File: config.mk
export PLATFORM = sky130hd
export DESIGN_NAME = tcp_core
export DESIGN_NICKNAME = d
export VERILOG_FILES = /design/src/logic/tcp_pkg.sv /design/src/logic/tcp_core.sv
export SDC_FILE = /design/constraint.sdc
export NUM_CORES = 1
export LEC_CHECK = 0
export ABC_AREA = 1
export BUFFER_PORTS_ARGS = -buffer_cell sky130_fd_sc_hd__clkbuf_2
export CAP_MARGIN = 20
export CORE_MARGIN = 1.5
export CORE_UTILIZATION = 35
export CTS_CLUSTER_SIZE = 8
export DETAILED_ROUTE_END_ITERATION = 8
export GPL_TIMING_DRIVEN = 0
export PLACE_DENSITY_LB_ADDON = 0.08
export RECOVER_POWER = 100
export SLEW_MARGIN = 25
export SYNTH_ARGS = -nofsm -noshare
export SYNTH_HDL_FRONTEND = slang
export SYNTH_SLANG_ARGS = --single-unit
File: constraint.sdc
create_clock -name clock -period 2.5 [get_ports clock]
set_clock_uncertainty 0.1 [all_clocks]
set_input_delay 0.375 -clock clock [delete_from_list [all_inputs] [get_ports clock]]
set_output_delay 0.375 -clock clock [all_outputs]
set_load 0.05 [all_outputs]
File: src/logic/tcp_pkg.sv
// Package: register map, field layout, reset values and timing constants
package tcp_pkg;

  // Register indices as printed; byte address is four times the index
  localparam logic [7:0]  TCP_IDX_CNT_HIGH   = 8'h22;
  localparam logic [7:0]  TCP_IDX_CNT_LOW    = 8'h23;
  // Indices chosen for registers that have no printed offset
  localparam logic [7:0]  TCP_IDX_STATUS     = 8'h20;
  localparam logic [7:0]  TCP_IDX_WRAP_HIGH  = 8'h24;
  localparam logic [7:0]  TCP_IDX_WRAP_LOW   = 8'h25;
  localparam logic [7:0]  TCP_IDX_CHAN_CTRL  = 8'h26;
  localparam logic [7:0]  TCP_IDX_CHAN_FLAGS = 8'h27;
  localparam logic [7:0]  TCP_IDX_MODE_CTRL  = 8'h28;

  // Status and control field positions
  localparam int          TCP_BIT_WRAP_FLAG  = 7;
  localparam int          TCP_BIT_WRAP_IE    = 6;
  localparam int          TCP_BIT_HALT       = 5;
  localparam int          TCP_BIT_CLEAR      = 4;
  localparam int          TCP_SEL_LSB        = 0;

  // Mode control field positions
  localparam int          TCP_BIT_WAIT       = 0;
  localparam int          TCP_BIT_STOP       = 1;
  localparam int          TCP_BIT_PORT_DIR   = 2;

  // Reset values, the external clock select code and the channel count
  localparam logic [2:0]  TCP_SEL_RESET      = 3'h0;
  localparam logic [2:0]  TCP_SEL_EXT        = 3'h7;
  localparam logic [15:0] TCP_WRAP_RESET     = 16'hFFFF;
  localparam logic [15:0] TCP_CNT_RESET      = 16'h0000;
  localparam logic        TCP_HALT_RESET     = 1'b1;
  localparam logic [5:0]  TCP_CHAN_RESET     = 6'h00;
  localparam logic [6:0]  TCP_PRE_RESET      = 7'h00;
  localparam int          TCP_NUM_CHAN       = 6;

  // Channels that can carry buffered compare output
  localparam logic [5:0]  TCP_BUF_CAPABLE    = 6'h15;

  // Clock rate and the highest external clock rate
  localparam int          TCP_CLK_MHZ        = 125;
  localparam int          TCP_EXT_MAX_MHZ    = 4;
  // Minimum bus cycles per external clock period
  localparam int          TCP_EXT_MIN_CYCLES =
    (TCP_CLK_MHZ + TCP_EXT_MAX_MHZ - 1) / TCP_EXT_MAX_MHZ;

  // Channel event inputs from the capture and compare logic
  typedef struct packed {
    logic [5:0] capture;
    logic [5:0] compare;
  } tcp_chan_ev_t;

endpackage

File: src/logic/tcp_core.sv
// Counter core with prescaler, wrap logic and register slave
`timescale 1ns/1ps
module tcp_core
  import tcp_pkg::*;
(
  // Clock and reset
  input  wire logic         clock,
  input  wire logic         resetn,
  // APB slave
  input  wire logic         psel,
  input  wire logic         penable,
  input  wire logic         pwrite,
  input  wire logic [11:0]  paddr,
  input  wire logic [31:0]  pwdata,
  output logic              pready,
  output logic [31:0]       prdata,
  output logic              pslverr,
  // System state
  input  wire logic         break_active,
  input  wire logic         break_clear_enable,
  // External clock pin, already synchronous
  input  wire logic         ext_timer_clock_pin,
  // Channel events and channel pin modes
  input  tcp_chan_ev_t      chan_ev,
  output logic [5:0]        chan_capture_en,
  output logic [5:0]        chan_buffered,
  // Counter state to the channel logic
  output logic [15:0]       count_value,
  output logic              wrap_pulse,
  // Pin direction and interrupt
  output logic              ext_pin_input_force,
  output logic              irq
);

  ////////////////////////////////////////////////////////////////////////////
  // Register state
  logic        wrap_flag;
  logic        wrap_irq_enable;
  logic        counter_halt;
  logic [2:0]  clock_select;
  logic [15:0] wrap_limit;
  logic [7:0]  wrap_high_pend;
  logic        wrap_block;
  logic [15:0] count;
  logic [6:0]  prescaler;
  logic [7:0]  low_latch;
  logic        latch_held;
  logic        wrap_armed;
  logic [5:0]  channel_event_flag;
  logic [5:0]  channel_irq_enable;
  logic [5:0]  chan_armed;
  logic [5:0]  chan_mode;
  logic [5:0]  chan_buf_req;
  logic        wait_mode;
  logic        stop_mode;
  logic        port_direction_bit;
  logic        ext_prev;

  ////////////////////////////////////////////////////////////////////////////
  // Bus decode
  logic        acc;
  logic        wr;
  logic        rd;
  logic [7:0]  idx;
  logic        hit;
  logic [7:0]  wbyte;
  logic        clear_req;
  logic        tick;
  logic        run;
  logic        match;
  logic        wrap_set;
  logic        break_block;
  logic        bus_ok;

  // Index match against a register index
  function automatic logic is_idx(input logic [7:0] a, input logic [7:0] b);
    return a == b;
  endfunction

  // Bus blocked in wait mode, except writes to mode control
  assign bus_ok = !wait_mode;
  assign acc    = psel && penable && bus_ok;
  assign wr     = acc && pwrite;
  assign rd     = acc && !pwrite;
  // Addresses above the decoded page map to an index that never hits
  assign idx    = (paddr[11:8] == 4'h0) ? {2'h0, paddr[7:2]} : 8'hFF;
  assign wbyte  = pwdata[7:0];
  assign hit    = is_idx(idx, TCP_IDX_STATUS) || is_idx(idx, TCP_IDX_CNT_HIGH)
               || is_idx(idx, TCP_IDX_CNT_LOW) || is_idx(idx, TCP_IDX_WRAP_HIGH)
               || is_idx(idx, TCP_IDX_WRAP_LOW)
               || is_idx(idx, TCP_IDX_CHAN_CTRL)
               || is_idx(idx, TCP_IDX_CHAN_FLAGS)
               || is_idx(idx, TCP_IDX_MODE_CTRL);
  // Flag clear steps in break only with clear enable
  assign break_block = break_active && !break_clear_enable;
  assign clear_req = wr && is_idx(idx, TCP_IDX_STATUS)
                  && wbyte[TCP_BIT_CLEAR];

  ////////////////////////////////////////////////////////////////////////////
  // Counter clock enable from prescaler or external pin
  always_comb begin
    if (clock_select == TCP_SEL_EXT) begin
      tick = ext_timer_clock_pin && !ext_prev;
    end else if (clock_select == TCP_SEL_RESET) begin
      tick = 1'b1;
    end else begin
      tick = (prescaler & ((7'h01 << clock_select) - 7'h01)) == 7'h00;
    end
  end

  // Counter advances unless halted, stopped or in break
  assign run   = !counter_halt && !stop_mode && !break_active;
  assign match = count == wrap_limit;
  assign wrap_set = run && tick && match && !wrap_block;

  // Pin edge history
  always_ff @(posedge clock or negedge resetn) begin
    if (!resetn) begin
      ext_prev <= 1'b0;
    end else begin
      ext_prev <= ext_timer_clock_pin;
    end
  end

  // Prescaler divides the bus clock
  always_ff @(posedge clock or negedge resetn) begin
    if (!resetn) begin
      prescaler <= TCP_PRE_RESET;
    end else if (clear_req) begin
      prescaler <= TCP_PRE_RESET;
    end else if (run) begin
      prescaler <= prescaler + 7'h01;
    end
  end

  // Counter with wrap at limit
  always_ff @(posedge clock or negedge resetn) begin
    if (!resetn) begin
      count <= TCP_CNT_RESET;
    end else if (clear_req) begin
      count <= TCP_CNT_RESET;
    end else if (run && tick) begin
      count <= match ? TCP_CNT_RESET : count + 16'h0001;
    end
  end

  ////////////////////////////////////////////////////////////////////////////
  // Status and control bits
  always_ff @(posedge clock or negedge resetn) begin
    if (!resetn) begin
      wrap_irq_enable <= 1'b0;
      counter_halt    <= TCP_HALT_RESET;
      clock_select    <= TCP_SEL_RESET;
    end else if (wr && is_idx(idx, TCP_IDX_STATUS)) begin
      wrap_irq_enable <= wbyte[TCP_BIT_WRAP_IE];
      counter_halt    <= wbyte[TCP_BIT_HALT];
      clock_select    <= wbyte[TCP_SEL_LSB +: 3];
    end
  end

  // Wrap flag with two-step clear; set wins
  always_ff @(posedge clock or negedge resetn) begin
    if (!resetn) begin
      wrap_flag  <= 1'b0;
      wrap_armed <= 1'b0;
    end else if (wrap_set) begin
      wrap_flag  <= 1'b1;
      wrap_armed <= 1'b0;
    end else if (rd && is_idx(idx, TCP_IDX_STATUS) && wrap_flag
                 && !break_block) begin
      wrap_armed <= 1'b1;
    end else if (wr && is_idx(idx, TCP_IDX_STATUS) && wrap_armed
                 && !wbyte[TCP_BIT_WRAP_FLAG] && !break_block) begin
      wrap_flag  <= 1'b0;
      wrap_armed <= 1'b0;
    end
  end

  // Wrap limit with high-byte hold-off
  always_ff @(posedge clock or negedge resetn) begin
    if (!resetn) begin
      wrap_limit     <= TCP_WRAP_RESET;
      wrap_high_pend <= TCP_WRAP_RESET[15:8];
      wrap_block     <= 1'b0;
    end else if (wr && is_idx(idx, TCP_IDX_WRAP_HIGH)) begin
      wrap_high_pend <= wbyte;
      wrap_block     <= 1'b1;
    end else if (wr && is_idx(idx, TCP_IDX_WRAP_LOW)) begin
      wrap_limit     <= {wrap_high_pend, wbyte};
      wrap_block     <= 1'b0;
    end
  end

  // Low byte latch on high read
  always_ff @(posedge clock or negedge resetn) begin
    if (!resetn) begin
      low_latch  <= 8'h00;
      latch_held <= 1'b0;
    end else if (rd && is_idx(idx, TCP_IDX_CNT_HIGH) && !latch_held) begin
      low_latch  <= count[7:0];
      latch_held <= 1'b1;
    end else if (rd && is_idx(idx, TCP_IDX_CNT_LOW)) begin
      latch_held <= 1'b0;
    end
  end

  ////////////////////////////////////////////////////////////////////////////
  // Channel control: enables, capture mode, buffered request
  always_ff @(posedge clock or negedge resetn) begin
    if (!resetn) begin
      channel_irq_enable <= TCP_CHAN_RESET;
      chan_mode          <= TCP_CHAN_RESET;
      chan_buf_req       <= TCP_CHAN_RESET;
    end else if (wr && is_idx(idx, TCP_IDX_CHAN_CTRL)) begin
      channel_irq_enable <= pwdata[5:0];
      chan_mode          <= pwdata[13:8];
      chan_buf_req       <= pwdata[21:16] & TCP_BUF_CAPABLE;
    end
  end

  // Channel flags, two-step clear, set wins
  always_ff @(posedge clock or negedge resetn) begin
    if (!resetn) begin
      channel_event_flag <= TCP_CHAN_RESET;
      chan_armed         <= TCP_CHAN_RESET;
    end else begin
      for (int i = 0; i < TCP_NUM_CHAN; i++) begin
        if (chan_ev.compare[i] && !stop_mode
            || chan_ev.capture[i] && chan_mode[i] && run) begin
          channel_event_flag[i] <= 1'b1;
          chan_armed[i]         <= 1'b0;
        end else if (rd && is_idx(idx, TCP_IDX_CHAN_FLAGS)
                     && channel_event_flag[i] && !break_block) begin
          chan_armed[i]         <= 1'b1;
        end else if (wr && is_idx(idx, TCP_IDX_CHAN_FLAGS) && chan_armed[i]
                     && !pwdata[i] && !break_block) begin
          channel_event_flag[i] <= 1'b0;
          chan_armed[i]         <= 1'b0;
        end
      end
    end
  end

  // Low-power mode and pin direction control
  always_ff @(posedge clock or negedge resetn) begin
    if (!resetn) begin
      wait_mode          <= 1'b0;
      stop_mode          <= 1'b0;
      port_direction_bit <= 1'b0;
    end else if (psel && penable && pwrite
                 && is_idx(idx, TCP_IDX_MODE_CTRL)) begin
      wait_mode          <= pwdata[TCP_BIT_WAIT];
      stop_mode          <= pwdata[TCP_BIT_STOP];
      port_direction_bit <= pwdata[TCP_BIT_PORT_DIR];
    end else if (irq) begin
      wait_mode          <= 1'b0;
    end
  end

  ////////////////////////////////////////////////////////////////////////////
  // Outputs, all registered
  always_ff @(posedge clock or negedge resetn) begin
    if (!resetn) begin
      count_value         <= TCP_CNT_RESET;
      wrap_pulse          <= 1'b0;
      irq                 <= 1'b0;
      // Matches the value after reset: direction bit clear means input
      ext_pin_input_force <= 1'b1;
      chan_capture_en     <= TCP_CHAN_RESET;
      chan_buffered       <= TCP_CHAN_RESET;
    end else begin
      count_value         <= count;
      wrap_pulse          <= wrap_set;
      irq                 <= (wrap_flag && wrap_irq_enable)
                          || |(channel_event_flag & channel_irq_enable);
      ext_pin_input_force <= (clock_select == TCP_SEL_EXT)
                          || !port_direction_bit;
      chan_capture_en     <= chan_mode & {6{run}};
      chan_buffered       <= chan_buf_req;
    end
  end

  // APB answer: one cycle access phase, error on unmapped or in wait mode except mode control
  always_ff @(posedge clock or negedge resetn) begin
    if (!resetn) begin
      pready  <= 1'b0;
      pslverr <= 1'b0;
      prdata  <= 32'h0000_0000;
    end else if (psel && !penable) begin
      pready  <= 1'b1;
      pslverr <= !hit || (!bus_ok && !is_idx(idx, TCP_IDX_MODE_CTRL));
      prdata  <= 32'h0000_0000;
      if (is_idx(idx, TCP_IDX_STATUS)) begin
        prdata[7:0] <= {wrap_flag, wrap_irq_enable, counter_halt, 1'b0,
                        1'b0, clock_select};
      end else if (is_idx(idx, TCP_IDX_CNT_HIGH)) begin
        prdata[7:0] <= count[15:8];
      end else if (is_idx(idx, TCP_IDX_CNT_LOW)) begin
        prdata[7:0] <= latch_held ? low_latch : count[7:0];
      end else if (is_idx(idx, TCP_IDX_WRAP_HIGH)) begin
        prdata[7:0] <= wrap_limit[15:8];
      end else if (is_idx(idx, TCP_IDX_WRAP_LOW)) begin
        prdata[7:0] <= wrap_limit[7:0];
      end else if (is_idx(idx, TCP_IDX_CHAN_CTRL)) begin
        prdata[21:0] <= {chan_buf_req, 2'h0, chan_mode, 2'h0,
                         channel_irq_enable};
      end else if (is_idx(idx, TCP_IDX_CHAN_FLAGS)) begin
        prdata[5:0] <= channel_event_flag;
      end else if (is_idx(idx, TCP_IDX_MODE_CTRL)) begin
        prdata[2:0] <= {port_direction_bit, stop_mode, wait_mode};
      end
    end else begin
      pready  <= 1'b0;
      pslverr <= 1'b0;
    end
  end

endmodule

# Word-level counts from Yosys, hierarchy flattened
# Index checks and enable logic that the tools add are counted.
[totals]
register_bits = 147
latchBits = 0
ramBits = 0
rom_bits = 0
inputBits = 64
out_inout_bits = 65
word_cells = 280
memories = 0
[classes]
addsub = 3
multipliers = 0
n_div = 0
magnitude_cmp = 0
eq_ne = 17
shift = 1
n_mux = 67
bitwise = 4
reduce_logical = 148
[op_table]
columns = ["cell", "n"]
rows = [
  ["$logic_and 1x1->1", 80],
  ["$eq 8x6->1 const B", 8],
  ["$mux 8", 7],
  ["$mux 13", 4],
  ["$mux 16", 3],
  ["$mux 1", 45],
  ["$reduce_bool 2->1", 12],
  ["$logic_not 1->1", 21],
  ["$reduce_bool 3->1", 7],
  ["$add 16x1->16 const B", 1],
  ["$eq 16x16->1", 1],
  ["$logic_or 1x1->1", 16],
  ["$reduce_and 2->1", 8],
  ["$mux 15", 1],
  ["$mux 14", 1],
  ["$mux 7", 2],
  ["$ne 2x2->1 const B", 7],
  ["$and 6x6->6", 2],
  ["$mux 3", 3],
  ["$add 7x1->7 const B", 1],
  ["$and 7x7->7", 1],
  ["$logic_not 7->1", 1],
  ["$shl 1x3->7 const A", 1],
  ["$sub 7x1->7 const B", 1],
  ["other kinds (6)", 6],
]

# Depth between registers and ports, before layout
[logic_depth]
word_depth = 13
ltp_mapped = 13
ltp_nobuf = 13

# Worst setup path before layout
# Ideal clock, no wire load.
[synth_path]
path_kind = "reg2reg"
from = "register count[0]"
to = "register count[14]"
arrival_ns = 1.631
required_ns = 2.278
setup_slack_ns = 0.647
stages_incl_launch_ff = 12
synth_period_minus_slack_ns = 1.853
path_cell_list = "dfrtp_1 ha_1 nand2_1 nor2_1 nand2_1 nor3_2 nand2_1 nor2_2 nand4_1 xor2_1 nand2_1 o21ai_1"
[synth_via]
elab_chain_cells = 4
[synth_rtl]
columns = ["element", "line", "text"]
rows = [
  ["start, declared", "tcp_core.sv:44", "logic [15:0] count;"],
  ["start signal, assigned", "tcp_core.sv:143", "count <= match ? TCP_CNT_RESET : count + 16'h0001;"],
  ["$add 16x1->16 / $eq 16x16->1 (equally long branches)", "tcp_core.sv:143, tcp_core.sv:113", ""],
  ["$mux 16 (*)", "tcp_core.sv:143", ""],
  ["$mux 16 (*)", "tcp_core.sv:142", "end else if (run && tick) begin"],
  ["$mux 16 (*)", "tcp_core.sv:140", "end else if (clear_req) begin"],
]
# Every way passes the cells marked *; elsewhere a longest branch is shown, timed or not. The select of a mux whose other input is x is not followed.
# A chain may end at the register's enable or synchronous reset.

# Final worst setup path
[layout_path]
from = "input port paddr[9]"
to = "register count[4]"
[layout_via]
elab_chain_cells = 6
[layout_rtl]
columns = ["element", "line", "text"]
rows = [
  ["start, declared", "tcp_core.sv:13", "input wire logic [11:0] paddr,"],
  ["$logic_not 4->1 (*)", "tcp_core.sv:86", "assign idx = (paddr[11:8] == 4'h0) ? {2'h0, paddr[7:2]} : 8'hFF;"],
  ["$mux 8 (*)", "tcp_core.sv:86", ""],
  ["$eq 8x6->1 (*)", "tcp_core.sv:77", "return a == b;"],
  ["$logic_and 1x1->1 (*)", "tcp_core.sv:96", "assign clear_req = wr && is_idx(idx, TCP_IDX_STATUS)"],
  ["$logic_and 1x1->1 (*)", "tcp_core.sv:97", "&& wbyte[TCP_BIT_CLEAR];"],
  ["$mux 16 / $reduce_bool 2->1 (equally long branches)", "n/a", ""],
]
# Every way passes the cells marked *; elsewhere a longest branch is shown, timed or not.

==> impl_metrics.csv <==
group,metric,value,unit
run_status,outcome,"finished with violations",
run_status,violations,"capacitance limit, slew limit",
detailed_routing,routed_wl,19.1,mm
floorplanning,total_die_area,20800,sq um
power_and_ir_drop,vdd.ir_drop.worst,0.448,mV
detailed_routing,final_antenna_net_count,0,
yosys,syn-mean-instance-area,8.94,sq um
sta,fin_crit,2.30,ns
power_and_ir_drop,report.power.total,6040,uW
yosys,number_of_synthesized_flops_with_an_enable_pin,0,
layout,final_net_count,980,
clock_tree,clk_pin_slew_worst_paths,0.06,ns
yosys,synthesis.instances,782,
worst_setup_path,timing.reg2reg.setup_slack,0.27,ns
placed_design,placed_cells,1158,
sta,final.period_utilization,91.9,%
clock_tree,cts.sink_count,141,
global_routing,grt-ovfl-total,0,
yosys,async_reset_ff_share,100,%
yosys,yosysWarningCount,0,
clock_tree,cts_tree,"yes",
floorplanning,die_h,144,um
global_routing,global_route.usage.met1,28.1,%
clock_tree,numCtsBuffers,17,
floorplanning,effective_utilization_at_floorplan,35.8,%
global_routing,grt_max_degree,73,
layout,drive_above_1_share,18.3,%
sta,drv_slew,72,
detailed_routing,routed_via_density,4.74,
global_routing,grt_antenna_before_repair,0,
sta,max_slew_margin,-8.70,%
floorplanning,fp-row-count,51,
yosys,syn_area,6990,sq um
yosys,ys_ff_latch,141,
power_and_ir_drop,power.static_leakage,0.00389,uW
worst_setup_path,timing_worst_setup_path_type,"in -> reg",
detailed_routing,drc,0,
hold_path,holdCritStartpoint,"pwdata[12]",
global_routing,first_global_vias,5347,
yosys,synthDistinctLibCells,51,
worst_setup_path,worst_setup_path_start_kind,"primary input",
hold_path,whs_endpoint,"chan_mode[4]",
worst_setup_path,cp_data_required_time,2.70,ns
sta,timing.final.setup_violations,0,
yosys,fraction_of_the_yosys_area_taken_by_sequential_cells,51.0,%
clock_tree,clock_insertion_delay_at_the_later_pin_of_the_skew_report,0.42,ns
global_routing,track_usage,19.6,%
yosys,synth_ff_type,"dfrtp_1",
sta,final.setup.tns,0,ns
detailed_routing,routed_wire_length_per_instance,16.0,um
detailed_routing,drt_first_pass_iters,5,
clock_tree,cts_max_path_buffers,2,
detailed_routing,drtIter0Drc,336,
detailed_routing,detailroute.via_count,5648,
worst_setup_path,timing.rr.end,"count[14]",
layout,areaGrowthSynthToFinish,18.1,%
floorplanning,dieWidth,144,um
clock_tree,cts_repair_resize_count,0,
run,max_cap_violations,1,
layout,most-common-layout-cells,"nand2_1 (179), dfrtp_1 (115), inv_1 (88), o21ai_0 (84), clkbuf_1 (57)",
clock_tree,cts_setup_buffers,0,
global_routing,busiest_layer,"met2",
worst_setup_path,r2r_start,"count[0]",
worst_setup_path,worst-path-max-fanout,10,
clock_tree,ctsHtreeMaxLevel,4,
hold_path,hold_depth,2,
worst_setup_path,crit_arrival,2.50,ns
worst_setup_path,setup.worst_path.start,"paddr[9]",
sta,worst_pin_slew,1.63,ns
floorplanning,coreArea,19500,sq um
clock_tree,clock-root-buffer,"clkbuf_16",
layout,layoutNonFillerInstCount,1192,
global_routing,groute.layer.met3.usage,3.58,%
worst_setup_path,worstRegToRegCells,11,
global_routing,use_met2,30.6,%
sta,grt_setup_unrepaired,"false",
hold_path,hold_path.class,"in -> reg",
power_and_ir_drop,pwr_density_cell,732,nW/um^2
placed_design,gp_routability_congestion,0.795,
sta,finalHoldViolations,0,
placed_design,dpl.hpwl,14.5,mm
worst_setup_path,end_kind,"flop",
sta,achievable_frequency,0.435,GHz
global_routing,global_route_wire_length_before_repair,30.4,mm
floorplanning,top_level_ports,129,
placed_design,port-buffer-count,93,
layout,layout.cells.most_common,"nand2_1",
layout,insertedDiodeCount,0,
==> per-layer routing <==
metal  part of all wire [%]  routed length [um]
met1                     50                9470
met2                     46                8870
met4                   0.64                 122
met3                    3.3                 633
met5                      0                   0
==> logic make-up (layout without fill, tap and decap cells) <==
logic type	after synthesis	after routing	share of synthesized area (%)
xor+xnor	15	15	1.88
other cells	1	18	0.0537
buf+inv	128	256	8.45
compound gates	142	142	11.5
flops	141	141	51.0
fa+ha+maj	2	2	0.358
simple gates	344	344	24.9
mux	9	9	1.88
==> Yosys cell counts (all sizes together), types with 2 or more instances <==
| master | count | area share, % |
|---|---|---|
| a21o | 4 | 0.43 |
| a21oi | 24 | 1.9 |
| buf | 25 | 2.9 |
| clkbuf | 5 | 0.27 |
| clkinv | 3 | 0.20 |
| dfrtp | 115 | 41 |
| dfstp | 26 | 9.8 |
| ha | 2 | 0.36 |
| inv | 95 | 5.1 |
| mux2 | 9 | 1.9 |
| nand2 | 182 | 10 |
| nand3 | 58 | 5.0 |
| nand3b | 5 | 0.54 |
| nand4 | 23 | 2.8 |
| nor2 | 59 | 4.6 |
| nor3 | 12 | 1.2 |
| nor4 | 3 | 0.27 |
| o2111ai | 2 | 0.25 |
| o211ai | 3 | 0.32 |
| o21a | 2 | 0.21 |
| o21ai | 100 | 7.6 |
| o22ai | 2 | 0.18 |
| xnor2 | 12 | 1.5 |
| xor2 | 3 | 0.38 |
==> final cells by class <==
class / instances / area (sq um)
buffer: 30 / 193
clock buffer: 20 / 457
clock inverter: 12 / 136
fill: 2064 / 11300
inverter: 98 / 370
multi-input combinational: 530 / 2760
sequential: 141 / 3560
tap: 265 / 332
timing repair buffer: 96 / 452
==> per-stage QoR <==
stage | utilization [%] | hold WS, ns | setup slack, ns | instance area (sq um)
finish | 42.3 | 0.0614 | 0.203 | 8260
global placement | 40.2 | 0.293 | -1.60 | 7850
global route | 42.3 | 0.0497 | 0.0271 | 8260
floorplan | - | -0.0206 | 0.647 | 7050
detailed placement | 40.4 | 0.298 | 0.207 | 7890
CTS | 43.5 | 0.0604 | 0.301 | 8500
==> critical path, cell delays in order <==
cell and delay (ns):
clkbuf_1 0.14, nor2_8 0.22, nand4_1 0.23, nor2_1 0.23
nand2_1 0.15, nor2_1 0.37, nand2_1 0.27, clkbuf_2 0.29
nand3_1 0.15, a21oi_2 0.07
==> worst max path at each step <==
stage                         to  slack (ns)  depth (start not counted)
detailed placement    prdata[11]        0.21                          7
global route            count[6]        0.03                         10
floorplan              count[14]        0.65                         11
CTS                    count[14]        0.30                         11
global placement    prescaler[1]       -1.60                          1
finish                  count[4]        0.20                         10
==> state kept, by name (all words and copies together) (netlist names), 8 cells and up <==
register	flops
count_value	16
count	16
prdata	17
wrap_high_pend	8
wrap_limit	16
low_latch	8
==> what timing repair did <==
action	CTS	global route
setup endpoints to repair	0	0
endpoints found under the hold margin	49	0
hold buffers	2	0
==> power by group <==
| part | internal, uW | switching [uW] |
|---|---|---|
| sequential | 2440 | 157 |
| combinational | 250 | 669 |
| clock | 1530 | 998 |
Note: power is estimated with default switching activity, not from simulation.
